==> src/wrrb_pkg.sv <==
// shared constants and types of the wireless receiver register bank
package wrrb_pkg;
  localparam logic [7:0] ADDR_MAILBOX = 8'hE0;
  localparam logic [7:0] ADDR_COMP = 8'hE1;
  localparam logic [7:0] ADDR_HEADER = 8'hE2;
  localparam logic [7:0] ADDR_RECT_VOLT = 8'hE3;
  localparam logic [7:0] ADDR_OUT_VOLT = 8'hE4;
  localparam logic [7:0] ADDR_RX_POWER = 8'hE8;
  localparam logic [7:0] ADDR_MODE = 8'hEF;
  localparam logic [7:0] ADDR_PAYLOAD0 = 8'hF1;
  localparam int PAYLOAD_BYTES = 4;
  localparam logic [7:0] RESET_BYTE = 8'h00;
  localparam logic RESET_SENT_FLAG = 1'b1;
  localparam int MBX_SENT_BIT = 7;
  localparam int MBX_ERR_LSB = 5;
  localparam int MBX_ALIGN_BIT = 3;
  localparam int COMP_SERIES_EN_BIT = 7;
  localparam int COMP_OFFSET_EN_BIT = 6;
  localparam int COMP_OFFSET_LSB = 3;
  localparam int COMP_SCALE_LSB = 0;
  localparam int MODE_ALIGN_BIT = 6;
  localparam int MODE_PROTO_BIT = 0;
  localparam int MODE_RSV_HI_BIT = 7;
  localparam logic [1:0] ERR_NONE = 2'h0;
  localparam logic [1:0] ERR_NO_TX = 2'h1;
  localparam logic [1:0] ERR_BAD_HEADER = 2'h2;
  localparam logic [7:0] HEADER_ILLEGAL = 8'h00;
  // offset codes counted in 39 mW steps: 117, 156, 195, 234, 273 mW
  localparam logic [7:0] OFS_CODE3_CNT = 8'h03;
  localparam logic [7:0] OFS_CODE4_CNT = 8'h04;
  localparam logic [7:0] OFS_CODE5_CNT = 8'h05;
  localparam logic [7:0] OFS_CODE6_CNT = 8'h06;
  localparam logic [7:0] OFS_CODE7_CNT = 8'h07;
  localparam int CLOCK_MHZ = 125;
  localparam int REFRESH_TIME_US = 100;
  localparam int REFRESH_CYCLES = REFRESH_TIME_US * CLOCK_MHZ;
  localparam logic [6:0] I2C_DEV_ADDR = 7'h6C;
  localparam logic [3:0] I2C_BYTE_BITS = 4'h8;

  typedef enum logic [0:0] {PK_IDLE, PK_WAIT} wrrb_pkt_e;
  typedef enum logic [2:0] {
    IC_IDLE, IC_ADDR, IC_ADDR_ACK, IC_WDATA, IC_WACK, IC_RDATA, IC_RACK
  } wrrb_i2c_e;
endpackage : wrrb_pkg

==> src/wrrb_i2c_slave.sv <==
// i2c slave port with register pointer and auto increment
`timescale 1ns/10ps
`default_nettype none
module wrrb_i2c_slave (
  // clock and reset
  input wire logic i_clock,
  input wire logic i_reset_n,
  // i2c pins
  input wire logic i_scl,
  input wire logic i_sda_in,
  output logic o_sda_out,
  output logic o_sda_oe,
  // register access
  output logic [7:0] o_rd_addr,
  input wire logic [7:0] i_rd_data,
  output logic o_wr_stb,
  output logic [7:0] o_wr_addr,
  output logic [7:0] o_wr_data
);
  import wrrb_pkg::*;

  typedef struct packed {
    logic scl_p;
    logic sda_p;
    wrrb_i2c_e st;
    logic [3:0] cnt;
    logic [7:0] sh;
    logic [7:0] ptr;
    logic rw;
    logic first;
    logic oe;
    logic wr;
    logic [7:0] waddr;
    logic [7:0] wdata;
  } wrrb_i2c_s;

  localparam wrrb_i2c_s RST = '{scl_p: 1'b1, sda_p: 1'b1, st: IC_IDLE, default: '0};

  wrrb_i2c_s q, d;
  logic rise, fall, start, stop;

  always_comb begin
    d = q;
    d.scl_p = i_scl;
    d.sda_p = i_sda_in;
    d.wr = 1'b0;
    rise = i_scl & ~q.scl_p;
    fall = ~i_scl & q.scl_p;
    start = i_scl & q.scl_p & q.sda_p & ~i_sda_in;
    stop = i_scl & q.scl_p & ~q.sda_p & i_sda_in;
    if (start) begin
      d.st = IC_ADDR;
      d.cnt = '0;
      d.oe = 1'b0;
    end else if (stop) begin
      d.st = IC_IDLE;
      d.oe = 1'b0;
    end else begin
      case (q.st)
        IC_ADDR, IC_WDATA: begin
          if (rise) begin
            d.sh = {q.sh[6:0], i_sda_in};
            d.cnt = q.cnt + 4'h1;
          end else if (fall && q.cnt == I2C_BYTE_BITS) begin
            if (q.st == IC_ADDR) begin
              if (q.sh[7:1] == I2C_DEV_ADDR) begin
                d.rw = q.sh[0];
                d.oe = 1'b1;
                d.st = IC_ADDR_ACK;
              end else begin
                d.st = IC_IDLE;
              end
            end else begin
              d.oe = 1'b1;
              d.st = IC_WACK;
              if (q.first) begin
                d.ptr = q.sh;
              end else begin
                d.wr = 1'b1;
                d.waddr = q.ptr;
                d.wdata = q.sh;
                d.ptr = q.ptr + 8'h01;
              end
            end
          end
        end
        IC_ADDR_ACK: begin
          if (fall) begin
            d.cnt = '0;
            if (q.rw) begin
              d.sh = i_rd_data;
              d.oe = ~i_rd_data[7];
              d.ptr = q.ptr + 8'h01;
              d.st = IC_RDATA;
            end else begin
              d.oe = 1'b0;
              d.first = 1'b1;
              d.st = IC_WDATA;
            end
          end
        end
        IC_WACK: begin
          if (fall) begin
            d.oe = 1'b0;
            d.cnt = '0;
            d.first = 1'b0;
            d.st = IC_WDATA;
          end
        end
        IC_RDATA: begin
          if (rise) begin
            d.cnt = q.cnt + 4'h1;
          end else if (fall) begin
            if (q.cnt == I2C_BYTE_BITS) begin
              d.oe = 1'b0;
              d.st = IC_RACK;
            end else begin
              d.sh = {q.sh[6:0], 1'b0};
              d.oe = ~q.sh[6];
            end
          end
        end
        IC_RACK: begin
          if (rise && i_sda_in) begin
            d.st = IC_IDLE;
          end else if (fall) begin
            d.sh = i_rd_data;
            d.oe = ~i_rd_data[7];
            d.ptr = q.ptr + 8'h01;
            d.cnt = '0;
            d.st = IC_RDATA;
          end
        end
        default: d.st = IC_IDLE;
      endcase
    end
  end

  always_ff @(posedge i_clock or negedge i_reset_n) begin
    if (!i_reset_n) begin
      q <= RST;
    end else begin
      q <= d;
    end
  end

  assign o_sda_out = 1'b0;
  assign o_sda_oe = q.oe;
  assign o_rd_addr = q.ptr;
  assign o_wr_stb = q.wr;
  assign o_wr_addr = q.waddr;
  assign o_wr_data = q.wdata;
endmodule : wrrb_i2c_slave
`default_nettype wire

==> src/wrrb_register_bank.sv <==
// host register bank of the wireless power receiver
`timescale 1ns/10ps
`default_nettype none
module wrrb_register_bank #(
  parameter int REFRESH_PERIOD = wrrb_pkg::REFRESH_CYCLES
) (
  // clock and reset
  input wire logic i_clock,
  input wire logic i_reset_n,
  // i2c pins
  input wire logic i_scl,
  input wire logic i_sda_in,
  output logic o_sda_out,
  output logic o_sda_oe,
  // measurements and status
  input wire logic i_below_uvlo,
  input wire logic [7:0] i_rectifier_voltage,
  input wire logic [7:0] i_regulated_output_voltage,
  input wire logic [7:0] i_measured_power,
  input wire logic [7:0] i_series_loss_power,
  input wire logic i_protocol_second,
  input wire logic i_align_active,
  // custom packet to control processor
  input wire logic i_tx_present,
  input wire logic i_comm_slot,
  output logic o_pkt_pending,
  output logic o_pkt_send,
  output logic [7:0] o_pkt_header,
  output logic [8*wrrb_pkg::PAYLOAD_BYTES-1:0] o_pkt_payload,
  // controls
  output logic o_align_request,
  output logic [7:0] o_received_power_reading
);
  import wrrb_pkg::*;

  typedef struct packed {
    logic [4:0] mbx_ctl;
    logic custom_packet_sent_flag;
    logic [1:0] custom_packet_error_code;
    logic [7:0] comp;
    logic [7:0] header;
    logic [7:0] rect_volt;
    logic [7:0] out_volt;
    logic [7:0] rx_power;
    logic mode_rsv_hi;
    logic [4:0] mode_rsv;
    logic [PAYLOAD_BYTES-1:0][7:0] payload;
    wrrb_pkt_e pkt_st;
    logic [31:0] tick;
    logic [7:0] pkt_header;
    logic [PAYLOAD_BYTES-1:0][7:0] pkt_payload;
  } wrrb_bank_s;

  localparam wrrb_bank_s RST = '{
    custom_packet_sent_flag: RESET_SENT_FLAG, pkt_st: PK_IDLE, default: '0};

  wrrb_bank_s q, d;
  logic [7:0] rd_addr, rd_data, wr_addr, wr_data;
  logic wr_stb;
  logic [9:0] scaled_loss;
  logic [7:0] offset_cnt;
  logic [10:0] power_sum;
  logic [7:0] power_word;
  logic [7:0] payload_index;

  wrrb_i2c_slave u_i2c (
    .i_clock(i_clock),
    .i_reset_n(i_reset_n),
    .i_scl(i_scl),
    .i_sda_in(i_sda_in),
    .o_sda_out(o_sda_out),
    .o_sda_oe(o_sda_oe),
    .o_rd_addr(rd_addr),
    .i_rd_data(rd_data),
    .o_wr_stb(wr_stb),
    .o_wr_addr(wr_addr),
    .o_wr_data(wr_data)
  );

  // received power with loss and offset terms
  always_comb begin
    case (q.comp[COMP_SCALE_LSB +: 3])
      3'h2: scaled_loss = {1'b0, i_series_loss_power, 1'b0};
      3'h3: scaled_loss = 10'({2'b00, i_series_loss_power} * 10'h003);
      3'h4: scaled_loss = {i_series_loss_power, 2'b00};
      3'h7: scaled_loss = {3'b000, i_series_loss_power[7:1]};
      default: scaled_loss = {2'b00, i_series_loss_power};
    endcase
    case (q.comp[COMP_OFFSET_LSB +: 3])
      3'h3: offset_cnt = OFS_CODE3_CNT;
      3'h4: offset_cnt = OFS_CODE4_CNT;
      3'h5: offset_cnt = OFS_CODE5_CNT;
      3'h6: offset_cnt = OFS_CODE6_CNT;
      3'h7: offset_cnt = OFS_CODE7_CNT;
      default: offset_cnt = RESET_BYTE;
    endcase
    power_sum = {3'b000, i_measured_power};
    if (q.comp[COMP_SERIES_EN_BIT]) begin
      power_sum = power_sum + {1'b0, scaled_loss};
    end
    if (q.comp[COMP_OFFSET_EN_BIT]) begin
      power_sum = power_sum + {3'b000, offset_cnt};
    end
    power_word = (power_sum > 11'h0FF) ? 8'hFF : power_sum[7:0];
  end

  // read mux
  always_comb begin
    payload_index = rd_addr - ADDR_PAYLOAD0;
    case (rd_addr)
      ADDR_MAILBOX: rd_data = {q.custom_packet_sent_flag, q.custom_packet_error_code, q.mbx_ctl};
      ADDR_COMP: rd_data = q.comp;
      ADDR_HEADER: rd_data = q.header;
      ADDR_RECT_VOLT: rd_data = q.rect_volt;
      ADDR_OUT_VOLT: rd_data = q.out_volt;
      ADDR_RX_POWER: rd_data = q.rx_power;
      ADDR_MODE: rd_data = {q.mode_rsv_hi, i_align_active, q.mode_rsv, i_protocol_second};
      default: begin
        rd_data = RESET_BYTE;
        if (payload_index < 8'(PAYLOAD_BYTES)) begin
          rd_data = q.payload[payload_index[1:0]];
        end
      end
    endcase
  end

  always_comb begin
    d = q;
    o_pkt_send = 1'b0;
    // periodic readback refresh
    if (q.tick >= 32'(REFRESH_PERIOD - 1)) begin
      d.tick = '0;
      d.rect_volt = i_rectifier_voltage;
      d.out_volt = i_regulated_output_voltage;
      d.rx_power = power_word;
    end else begin
      d.tick = q.tick + 32'h1;
    end
    // host writes; rectifier voltage and status bits ignore them, but out_volt and rx_power take them until the next refresh
    if (wr_stb) begin
      case (wr_addr)
        ADDR_MAILBOX: begin
          d.mbx_ctl = wr_data[4:0];
          if (!wr_data[MBX_SENT_BIT] && q.pkt_st == PK_IDLE) begin
            d.custom_packet_sent_flag = 1'b0;
            d.pkt_header = q.header;
            d.pkt_payload = q.payload;
            if (q.header == HEADER_ILLEGAL) begin
              d.custom_packet_error_code = ERR_BAD_HEADER;
              d.custom_packet_sent_flag = 1'b1;
            end else begin
              d.custom_packet_error_code = ERR_NONE;
              d.pkt_st = PK_WAIT;
            end
          end
        end
        ADDR_COMP: d.comp = wr_data;
        ADDR_HEADER: d.header = wr_data;
        ADDR_OUT_VOLT: d.out_volt = wr_data;
        ADDR_RX_POWER: d.rx_power = wr_data;
        ADDR_MODE: begin
          d.mode_rsv_hi = wr_data[MODE_RSV_HI_BIT];
          d.mode_rsv = wr_data[5:1];
        end
        default: begin
          for (int i = 0; i < PAYLOAD_BYTES; i++) begin
            if (wr_addr == ADDR_PAYLOAD0 + 8'(i)) begin
              d.payload[i] = wr_data;
            end
          end
        end
      endcase
    end
    // packet hand-off to the control processor
    case (q.pkt_st)
      PK_IDLE: ;
      PK_WAIT: begin
        if (!i_tx_present) begin
          d.custom_packet_error_code = ERR_NO_TX;
          d.custom_packet_sent_flag = 1'b1;
          d.pkt_st = PK_IDLE;
        end else if (i_comm_slot) begin
          o_pkt_send = 1'b1;
          d.custom_packet_sent_flag = 1'b1;
          d.pkt_st = PK_IDLE;
        end
      end
      default: d.pkt_st = PK_IDLE;
    endcase
    if (i_below_uvlo) begin
      d = RST;
    end
  end

  always_ff @(posedge i_clock or negedge i_reset_n) begin
    if (!i_reset_n) begin
      q <= RST;
    end else begin
      q <= d;
    end
  end

  assign o_pkt_pending = (q.pkt_st == PK_WAIT);
  assign o_pkt_header = q.pkt_header;
  assign o_pkt_payload = q.pkt_payload;
  assign o_align_request = q.mbx_ctl[MBX_ALIGN_BIT];
  assign o_received_power_reading = q.rx_power;
endmodule : wrrb_register_bank
`default_nettype wire

==> config.mk <==
export PLATFORM = sky130hd
export DESIGN_NAME = wrrb_register_bank
export DESIGN_NICKNAME = d
export VERILOG_FILES = /design/src/wrrb_pkg.sv /design/src/wrrb_i2c_slave.sv /design/src/wrrb_register_bank.sv
export SDC_FILE = /design/constraint.sdc
export NUM_CORES = 1
export LEC_CHECK = 0
export ABC_CLOCK_PERIOD_IN_PS = 5700
export BUFFER_PORTS_ARGS = -buffer_cell sky130_fd_sc_hd__clkbuf_2
export CORE_AREA = 2 2 136 138
export CTS_BUF_LIST = sky130_fd_sc_hd__clkbuf_16
export DETAILED_ROUTE_END_ITERATION = 12
export DIE_AREA = 0 0 138 140
export PLACE_DENSITY = 0.81
export SYNTH_ARGS = -nofsm -noshare
export SYNTH_HDL_FRONTEND = slang
export SYNTH_SLANG_ARGS = --single-unit
==> constraint.sdc <==
create_clock -name i_clock -period 5.7 [get_ports i_clock]
set_input_delay 0.285 -clock i_clock [delete_from_list [all_inputs] [get_ports i_clock]]
set_output_delay 0.285 -clock i_clock [all_outputs]
set_load 0.005 [all_outputs]
After elaboration in Yosys (flattened, before gate mapping)
Cells that the tools add are included.
{"block": "totals", "elab_cells": 268, "inputBits": 41, "output_inout_bits": 53, "register_bits": 204}
{"block": "op_classes", "n_reduce_logical": 40, "mux": 99, "bitwise": 19, "multipliers": 1, "add_sub_neg": 6, "order_cmp": 4, "eq_ne": 66}
{"op": "159-bit two-way mux", "count": 1}
{"op": "8-bit == test (second input constant)", "count": 17}
{"op": "8-bit two-way mux", "count": 17}
{"op": "40-bit two-way mux", "count": 3}
{"op": "17-bit two-way mux", "count": 5}
{"op": "32-bit two-way mux", "count": 2}
{"op": "8-bit case mux with 7 select lines", "count": 1}
{"op": "55-bit two-way mux", "count": 1}
{"op": "24-bit two-way mux", "count": 2}
{"op": "23-bit two-way mux", "count": 2}
{"op": "10-bit case mux with 4 select lines", "count": 1}
{"op": "18-bit two-way mux", "count": 2}
{"op": "3-bit two-way mux", "count": 11}
{"op": "32-bit by 1-bit adder with 32-bit output (second input constant)", "count": 1}
{"op": "32-bit by 14-bit >= comparator with 1-bit output (second input constant)", "count": 1}
{"op": "8-bit case mux with 4 select lines", "count": 1}
{"op": "3-bit case mux with 5 select lines", "count": 2}
{"op": "3-bit == test (second input constant)", "count": 9}
{"op": "1-bit two-way mux", "count": 26}
{"op": "4-bit by 1-bit != test with 1-bit output (second input constant)", "count": 6}
{"op": "8-bit case mux with 3 select lines", "count": 1}
{"op": "2-bit nonzero test", "count": 12}
{"op": "11-bit two-way mux", "count": 2}
{"op": "22-bit two-way mux", "count": 1}
{"op": "51 further kinds", "count": 108}

Logic depth before layout (Yosys ltp)
Gate-level depths: netlist of the first run.
{"block": "depth", "ltp_word": 15, "mapped_depth": 18}

Modules after synthesis
A second synthesis of the first run with hierarchy kept.
{"block": "hier_totals", "hier_cells": 1230, "hier_area_um2": 11621.1}
{"mod": "wrrb_register_bank", "area_each_um2": 8986.1, "n_inst": 1, "cells_each": 967, "seq_area_each_um2": 3980.1}
{"mod": "wrrb_i2c_slave", "area_each_um2": 2635.0, "n_inst": 1, "cells_each": 263, "seq_area_each_um2": 1128.6}

Least setup slack after synthesis of the first run
No wires, ideal clock.
{"block": "synth_path", "path_kind": "register to register", "start": "register q[143] (netlist bit)", "end": "register q, in the netlist o_received_power_reading[4]", "arrival_ns": 3.678, "setup_ns": 0.110, "synth_period_minus_slack_ns": 3.788, "path_stages_with_launch": 17, "required_time_ns": 5.590, "path_slack_ns": 1.912, "path_cell_list": "dfrtp_1 -> clkbuf_1 -> buf_1 -> o21ai_0 -> a21oi_1 -> o22ai_1 -> ha_1 -> fa_1 -> mux2_2 -> fa_1 -> a21oi_1 -> nor2b_1 -> o211ai_1 -> nor3_2 -> mux2i_2 -> nor4b_1 -> o41ai_1"}
{"item": "start: declaration", "line": "wrrb_register_bank.sv:57", "source": "wrrb_bank_s q, d;"}
{"item": "start signal: assignment", "line": "wrrb_register_bank.sv:197", "source": "q <= RST;"}
{"item": "start signal: assignment", "line": "wrrb_register_bank.sv:199", "source": "q <= d;"}

==> key figures, run 1 <==
Outcome
  – Status: finished, final reports clean

STA
  – RSZ-0062 raised after global routing: no
  – Final Slew Violations: 0
  – Max Clk Rate: 227 MHz
  – Min Clock Period, post-route: 4.40 ns
  – Final hold violation count: 0
  – Final setup violation count: 0
  – Setup Total Neg Slack: 0 ns
  – Slew of the pin with the lowest slew margin: 1.14 ns
  – Setup ws final: 1.30 ns
  – Clock skew: 0.0182 ns
  – Period Utilization, post-route: 77.2%
  – Rel. slew slack: 24.3%

Synth
  – Yosys top cell by area: dfrtp_1
  – Synthesized instance count: 1212
  – Number of synthesized flops with an enable pin: 0
  – Top cell type's share of synthesized area: 44.1%
  – Ys Warns: 0
  – Register bit total from synthesis: 204
  – Synth Area per Inst: 9.41 sq um
  – Ys flop type: dfrtp_1
  – Cell Area, Synth: 0.0114 sq mm
  – Asr flop ratio synth: 100%
  – Main area contributors after synthesis: dfrtp_1, nand2_1, mux2i_1, nor2_1, o21ai_0
  – Sequential-to-total area share from yosys stat: 44.8%
  – Netlist cell types: 82

Setup path
  – Crit. End Element: register
  – Arrival @ worst endpoint: 4.79 ns
  – Worst R2R Start: q[143]
  – CP bufs+invs: 1
  – CP peak stage delay: 0.76 ns
  – Critical path class: register to register
  – Largest delay contributor family on the critical path: compound AO/OA/AOI/OAI gates
  – Worst-path cell chain: inv_1 > a21boi_0 > o22ai_1 > a221oi_1 > ha_1 > xnor2_1 > a21oi_1 > ha_1 > a21oi_1 > nor2b_1 > o211ai_1 > nor3_2 > mux2i_2 > nor4b_1 > o41ai_1
  – RR Endpoint: o_received_power_reading[4]
  – R2R Setup Slk: 1.30 ns
  – Worst path slowest cell: dfrtp_1
  – FF-to-FF path depth: 15
  – CP Launch Type: register
  – Critical path data required time: 6.09 ns
  – Critical path fanouts, max: 20

Route
  – Via density: 6.24
  – DR vias: 9219
  – Pre-antenna DRT Iters: 6
  – DRT iter0 DRCs: 953
  – Routed Antenna Nets: 0
  – Drt wl/cell: 19.1 um
  – WL final: 28100 um
  – Residual DRC count: 0

Final layout
  – # nets final: 1303
  – Area grow syn2layout: 8.74%
  – Layout cells sized above 1: 15.5%
  – Antenna cells: 0
  – Finished Layout Cells: 1477
  – Util after Layout: 69.7%

Flow run
  – Max Cap Viol: 0

Pwr
  – Seq pwr share: 47.2%
  – P_leak: 5.63 nW
  – Pint: 2.46 mW
  – Power Total: 3.22 mW
  – Power per cell area: 260 mW/mm^2
  – Switching Power: 0.763 mW
  – VDD IR-drop max: 0.254 mV
  – Logic pwr share: 7.4%
  – Net Sw Frac: 23.7%
  – Share of total power in the clock network: 45.4%

CTS
  – H-tree Lvls: 1
  – Root Buffer: clkbuf_16
  – Reg clk slew, reported paths: 0.06 ns
  – Clock buffer count from CTS: 22
  – CTS tree: done
  – Worst skew pair latency: 0.51 ns
  – Hold buffer count at CTS: 3
  – Clock sink count: 204
  – CTS Buffer Depth: 3
  – Post-CTS sizing: 0
  – Post-CTS setup buffers: 0

Placement
  – Pre-CTS WS: 1.23 ns
  – Number of port buffers: 92
  – Placer Congestion: 0.903
  – Inst Count DP: 1434
  – Placed wire-length estimate: 19300 um

Global routing
  – Pin count of the biggest net entering global routing: 72
  – Global-route wire length before repair: 45100 um
  – Global route overflow: 0
  – Vias in the first global route: 8627
  – Initial antenna violation count: 0
  – Tot GR Track Use: 28.7%

Die
  – I/O pin count: 94
  – Die Height: 140 um
  – Row count: 49
  – Core area: 0.0178 sq mm
  – Die Wd: 138 um
  – Initial core utilization: 64.1%
  – Die ar.: 0.0193 sq mm

Worst hold path
  – Critical hold path startpoint: i_rectifier_voltage[0]
  – Hold Crit Class: primary input to register
  – Hold path depth: 3
  – Hold Path End: q[127]
==> worst register-to-register path, cell delays in order (launching register included) <==
cell and delay, ns:
dfrtp_1 0.76, inv_1 0.29, a21boi_0 0.26, o22ai_1 0.11, a221oi_1 0.43, ha_1 0.35
xnor2_1 0.19, a21oi_1 0.11, ha_1 0.39, a21oi_1 0.08, nor2b_1 0.16, o211ai_1 0.16
nor3_2 0.19, mux2i_2 0.38, nor4b_1 0.12, o41ai_1 0.32
==> power by group through the flow <==
stage	clock [mW]	sequential, mW	combinational, mW
after floorplan	0	1.53	0.155
after global placement	0	1.55	0.230
after detailed placement	0	1.55	0.235
after CTS	1.48	1.52	0.239
after global routing	1.55	1.53	0.270
final	1.46	1.52	0.239
==> sequential cells by signal, indices dropped and copies added, names as in the netlist, 8 cells and up <==
| signal | count |
|---|---|
| q | 109 |
| o_pkt_header | 8 |
| o_pkt_payload | 32 |
| u_i2c.q | 19 |
| o_received_power_reading | 8 |
| u_i2c.o_wr_data | 8 |
| u_i2c.o_wr_addr | 8 |
| u_i2c.o_rd_addr | 8 |
==> worst max-delay path by stage <==
stage | cells past startpoint | endpoint | slack, ns | start
finish | 15 | o_received_power_reading[4] | 1.30 | q[143]
global route | 15 | o_received_power_reading[5] | 0.93 | q[143]
CTS | 15 | o_received_power_reading[5] | 1.35 | q[143]
detailed placement | 19 | o_received_power_reading[4] | 1.23 | i_series_loss_power[0]
global placement | 19 | o_received_power_reading[4] | 1.43 | i_series_loss_power[0]
floorplan | 16 | o_received_power_reading[4] | 1.91 | q[143]
==> through the flow <==
step	area, sq um	hold WS (ns)
after floorplan	11500	-0.0106
after global placement	11600	0.329
after detailed placement	11600	0.325
after CTS	12400	0.0249
after global routing	12400	0.0374
final	12400	0.0313
==> cell usage after synthesis (all sizes together), types with 11 or more instances <==
cell and number:
a211oi 14, nor2b 11, nand3b 19, xor2 19, a21oi 77, nand3 19
o21ai 86, buf 71, nand4 19, nor3 12, ha 27, mux2 29
dfrtp 201, nor2 123, mux2i 55, clkbuf 55, nand2 163, inv 25
==> layout make-up <==
class	instances	area [sq um]
multi-input combinational	875	5600
fill	1344	5380
sequential	204	5110
timing repair buffer	104	569
clock buffer	22	551
tap	229	287
clock inverter	18	190
inverter	25	93.8
==> cell usage in the layout, fill, tap and decap left out, types with 7 or more instances in the layout <==
cell,n
a211oi_1,12
a21oi_1,77
a221oi_1,9
a222oi_1,8
a31oi_1,9
a41oi_1,7
and2_1,8
and3_1,9
buf_4,10
clkbuf_16,22
clkbuf_2,90
conb_1,19
dfrtp_1,201
ha_1,27
inv_1,28
mux2_2,29
mux2i_1,53
mux4_2,8
nand2_1,163
nand2b_1,7
nand3_1,18
nand3b_1,19
nand4_1,19
nor2_1,123
nor2b_1,11
nor3_1,10
nor4_1,7
o21ai_0,83
o22ai_1,8
xnor2_1,9
xor2_1,19
==> logic make-up (layout without fill, tap and decap cells) <==
| kind of cell | after synthesis | after routing | synth area share [%] |
|---|---|---|---|
| buf+inv | 151 | 169 | 6.83 |
| flops | 204 | 204 | 44.8 |
| mux | 92 | 92 | 9.42 |
| other cells | 1 | 19 | 0.0329 |
| simple gates | 430 | 430 | 17.8 |
| xor+xnor | 28 | 28 | 2.15 |
| fa+ha+maj | 30 | 30 | 3.49 |
| compound gates | 276 | 276 | 15.5 |
==> routing by layer <==
metal / vias to the layer above / share of wire (%) / track usage (%)
li1: 4280 / - / -
met1: 4439 / 44 / 41.7
met2: 444 / 45 / 43.9
met3: 56 / 9.1 / 6.36
met4: 0 / 2.6 / 8.38
met5: - / 0 / 0
Note: power is estimated with default switching activity, not from simulation.
==> inputs of run 2 (changes only) <==
Settings changed: ABC_CLOCK_PERIOD_IN_PS 5700 to 4400, CORE_AREA 2 2 136 138 to 2 2 140 142, DIE_AREA 0 0 138 140 to 0 0 142 144, PLACE_DENSITY 0.81 to 0.77.
Clock period 5.7 ns to 4.4 ns, I/O delays scaled along.
==> key figures, run 2 (synthesized netlist as in run 1, its figures left out) <==
CTS
  – Clock buffer count from CTS: 21 (-4.5%)
  – Reg clk slew, reported paths: 0.06 ns (about the same)
  – CTS Buffer Depth: 3 (unchanged)
  – CTS tree: done
  – Root Buffer: clkbuf_16
  – H-tree Lvls: 1 (unchanged)
  – Clock sink count: 204 (unchanged)
  – Post-CTS setup buffers: 0 (unchanged)
  – Worst skew pair latency: 0.50 ns (about the same)

Setup path
  – Crit. End Element: register
  – Critical path data required time: 4.78 ns (-1.31 ns)
  – Critical path class: register to register
  – CP Launch Type: register
  – FF-to-FF path depth: 15 (unchanged)
  – Critical path fanouts, max: 12 (-40%)
  – Arrival @ worst endpoint: 4.45 ns (-0.34 ns)

Die
  – Row count: 51 (+4.1%)
  – Die Height: 144 um (+2.9%)
  – Core area: 0.0191 sq mm (+7.3%)
  – I/O pin count: 94 (unchanged)
  – Initial core utilization: 59.8% (-4.4 points)
  – Die Wd: 142 um (+2.9%)
  – Die ar.: 0.0204 sq mm (+5.8%)

STA
  – Final Slew Violations: 0 (unchanged)
  – Period Utilization, post-route: 92.5% (+15 points)
  – Final hold violation count: 0 (unchanged)
  – Min Clock Period, post-route: 4.07 ns (-0.328 ns)
  – Setup ws final: 0.329 ns (-0.972 ns)
  – Worst hold slack: 0.0151 ns (-0.0162 ns)
  – Slew of the pin with the lowest slew margin: 1.29 ns (+0.155 ns)
  – Clock skew: 0.0136 ns (-0.00461 ns)
  – RSZ-0062 raised after global routing: no
  – Setup Total Neg Slack: 0 ns (unchanged)
  – Max Clk Rate: 246 MHz (+8.1%)
  – Final setup violation count: 0 (unchanged)
  – Rel. slew slack: 13.2% (-11 points)

Global routing
  – Tot GR Track Use: 28.2% (-0.49 points)
  – Pin count of the biggest net entering global routing: 102 (+42%)
  – Global-route wire length before repair: 45800 um (+1.6%)
  – Initial antenna violation count: 0 (unchanged)
  – Global route overflow: 0 (unchanged)
  – Vias in the first global route: 8567 (-0.70%)

Final layout
  – Area grow syn2layout: 9.22%
  – # fillers: 1517 (+13%)
  – Commonest non-fill, non-tap cell in the layout: dfrtp_1
  – Largest Register: q
  – Multi-input logic area: 0.00561 sq mm (+0.22%)
  – FF/Latch Area: 0.00511 sq mm (about the same)
  – Antenna cells: 0 (unchanged)
  – # nets final: 1314 (+0.84%)
  – Layout cells sized above 1: 15.7% (+0.24 points)
  – Commonest non-fill, non-tap cells in the layout: dfrtp_1, nand2_1, nor2_1
  – Largest register FFs: 109 (unchanged)

Placement
  – Pre-CTS WS: 0.0831 ns (-1.15 ns)
  – Placed wire-length estimate: 19700 um (+1.8%)
  – Number of port buffers: 92 (unchanged)
  – Placer Congestion: 0.938 (+3.9%)

Flow run
  – Max Cap Viol: 0 (unchanged)

Pwr
  – Power per cell area: 325 mW/mm^2 (+25%)
  – VDD IR-drop max: 0.289 mV (+14%)
  – P_leak: 5.63 nW (+0.14%)

Route
  – Routed Antenna Nets: 0 (unchanged)
  – Residual DRC count: 0 (unchanged)
  – Via density: 6.17 (-1.2%)
  – DR vias: 9202 (-0.18%)
  – DRT iter0 DRCs: 927 (-2.7%)
  – Pre-antenna DRT Iters: 7 (+1)
  – WL final: 28500 um (+1.2%)
  – Drt wl/cell: 19.1 um (+0.22%)

Worst hold path
  – Hold Crit Class: primary input to register
  – Hold path depth: 3 (unchanged)

Outcome
  – Status: finished, final reports clean
[run 2: per-stage QoR]
step                std cells  cell area, sq um  power [mW]  utilization, %
floorplan                1230             11500        2.19               -
detailed placement       1448             11700        2.31            61.2
CTS                      1492             12400        4.06            65.2
global route             1492             12500        4.19            65.3
global placement         1448             11700        2.31            61.2
finish                   1492             12500        4.05            65.3
[run 2: power by group]
group	total, mW	internal [mW]	switching [mW]
logic	0.318	0.123	0.195
clock network	1.76	1.04	0.721
registers	1.97	1.92	0.0491
[run 2: metal layers]
metal / GRT usage [%] / share of wire [%]
met3: 5.96 / 8.7
met2: 42.0 / 44
met5: 0 / 0
met4: 7.05 / 2.7
met1: 42.4 / 45
[run 2: critical path: stages, from the launching register on]
cell and delay [ns]:
dfrtp_1 0.62, nor2_1 0.09, o21ai_0 0.30, a21oi_1 0.12, o22ai_1 0.18, ha_1 0.25
fa_1 0.42, mux2_2 0.32, fa_1 0.45, a21oi_1 0.15, nor2b_1 0.08, o211ai_1 0.15
nor3_2 0.09, mux2i_2 0.33, nor3_1 0.10, o41ai_1 0.32
[run 2: final timing paths]
check	startpoint	endpoint	slack, ns
worst max-delay path	q[145]	o_received_power_reading[2]	0.33
worst min-delay path	i_rectifier_voltage[0]	q[127]	0.02
worst max register to register	q[145]	o_received_power_reading[2]	0.33
worst min register to register	q[81]	q[81]	0.51
max in group asynchronous	i_reset_n	q[84]	2.82
min in group asynchronous	i_reset_n	q[44]	0.35
[run 2: what timing repair did]
action | 4_1_cts | 5_1_grt
endpoints found under the setup margin | 0 | 6
hold buffers | 10 | 0
gates resized for setup | 0 | 3
endpoints found under the hold margin | 107 | 0
[run 2: cell type report]
type	instances	share of cell area, %
repair buffers	116	5.44
multi-input cells	875	45.1
clock inverters	13	1.11
well taps	238	2.39
flip-flops and latches	204	41.0
clock buffers	21	4.22
inverters	25	0.754
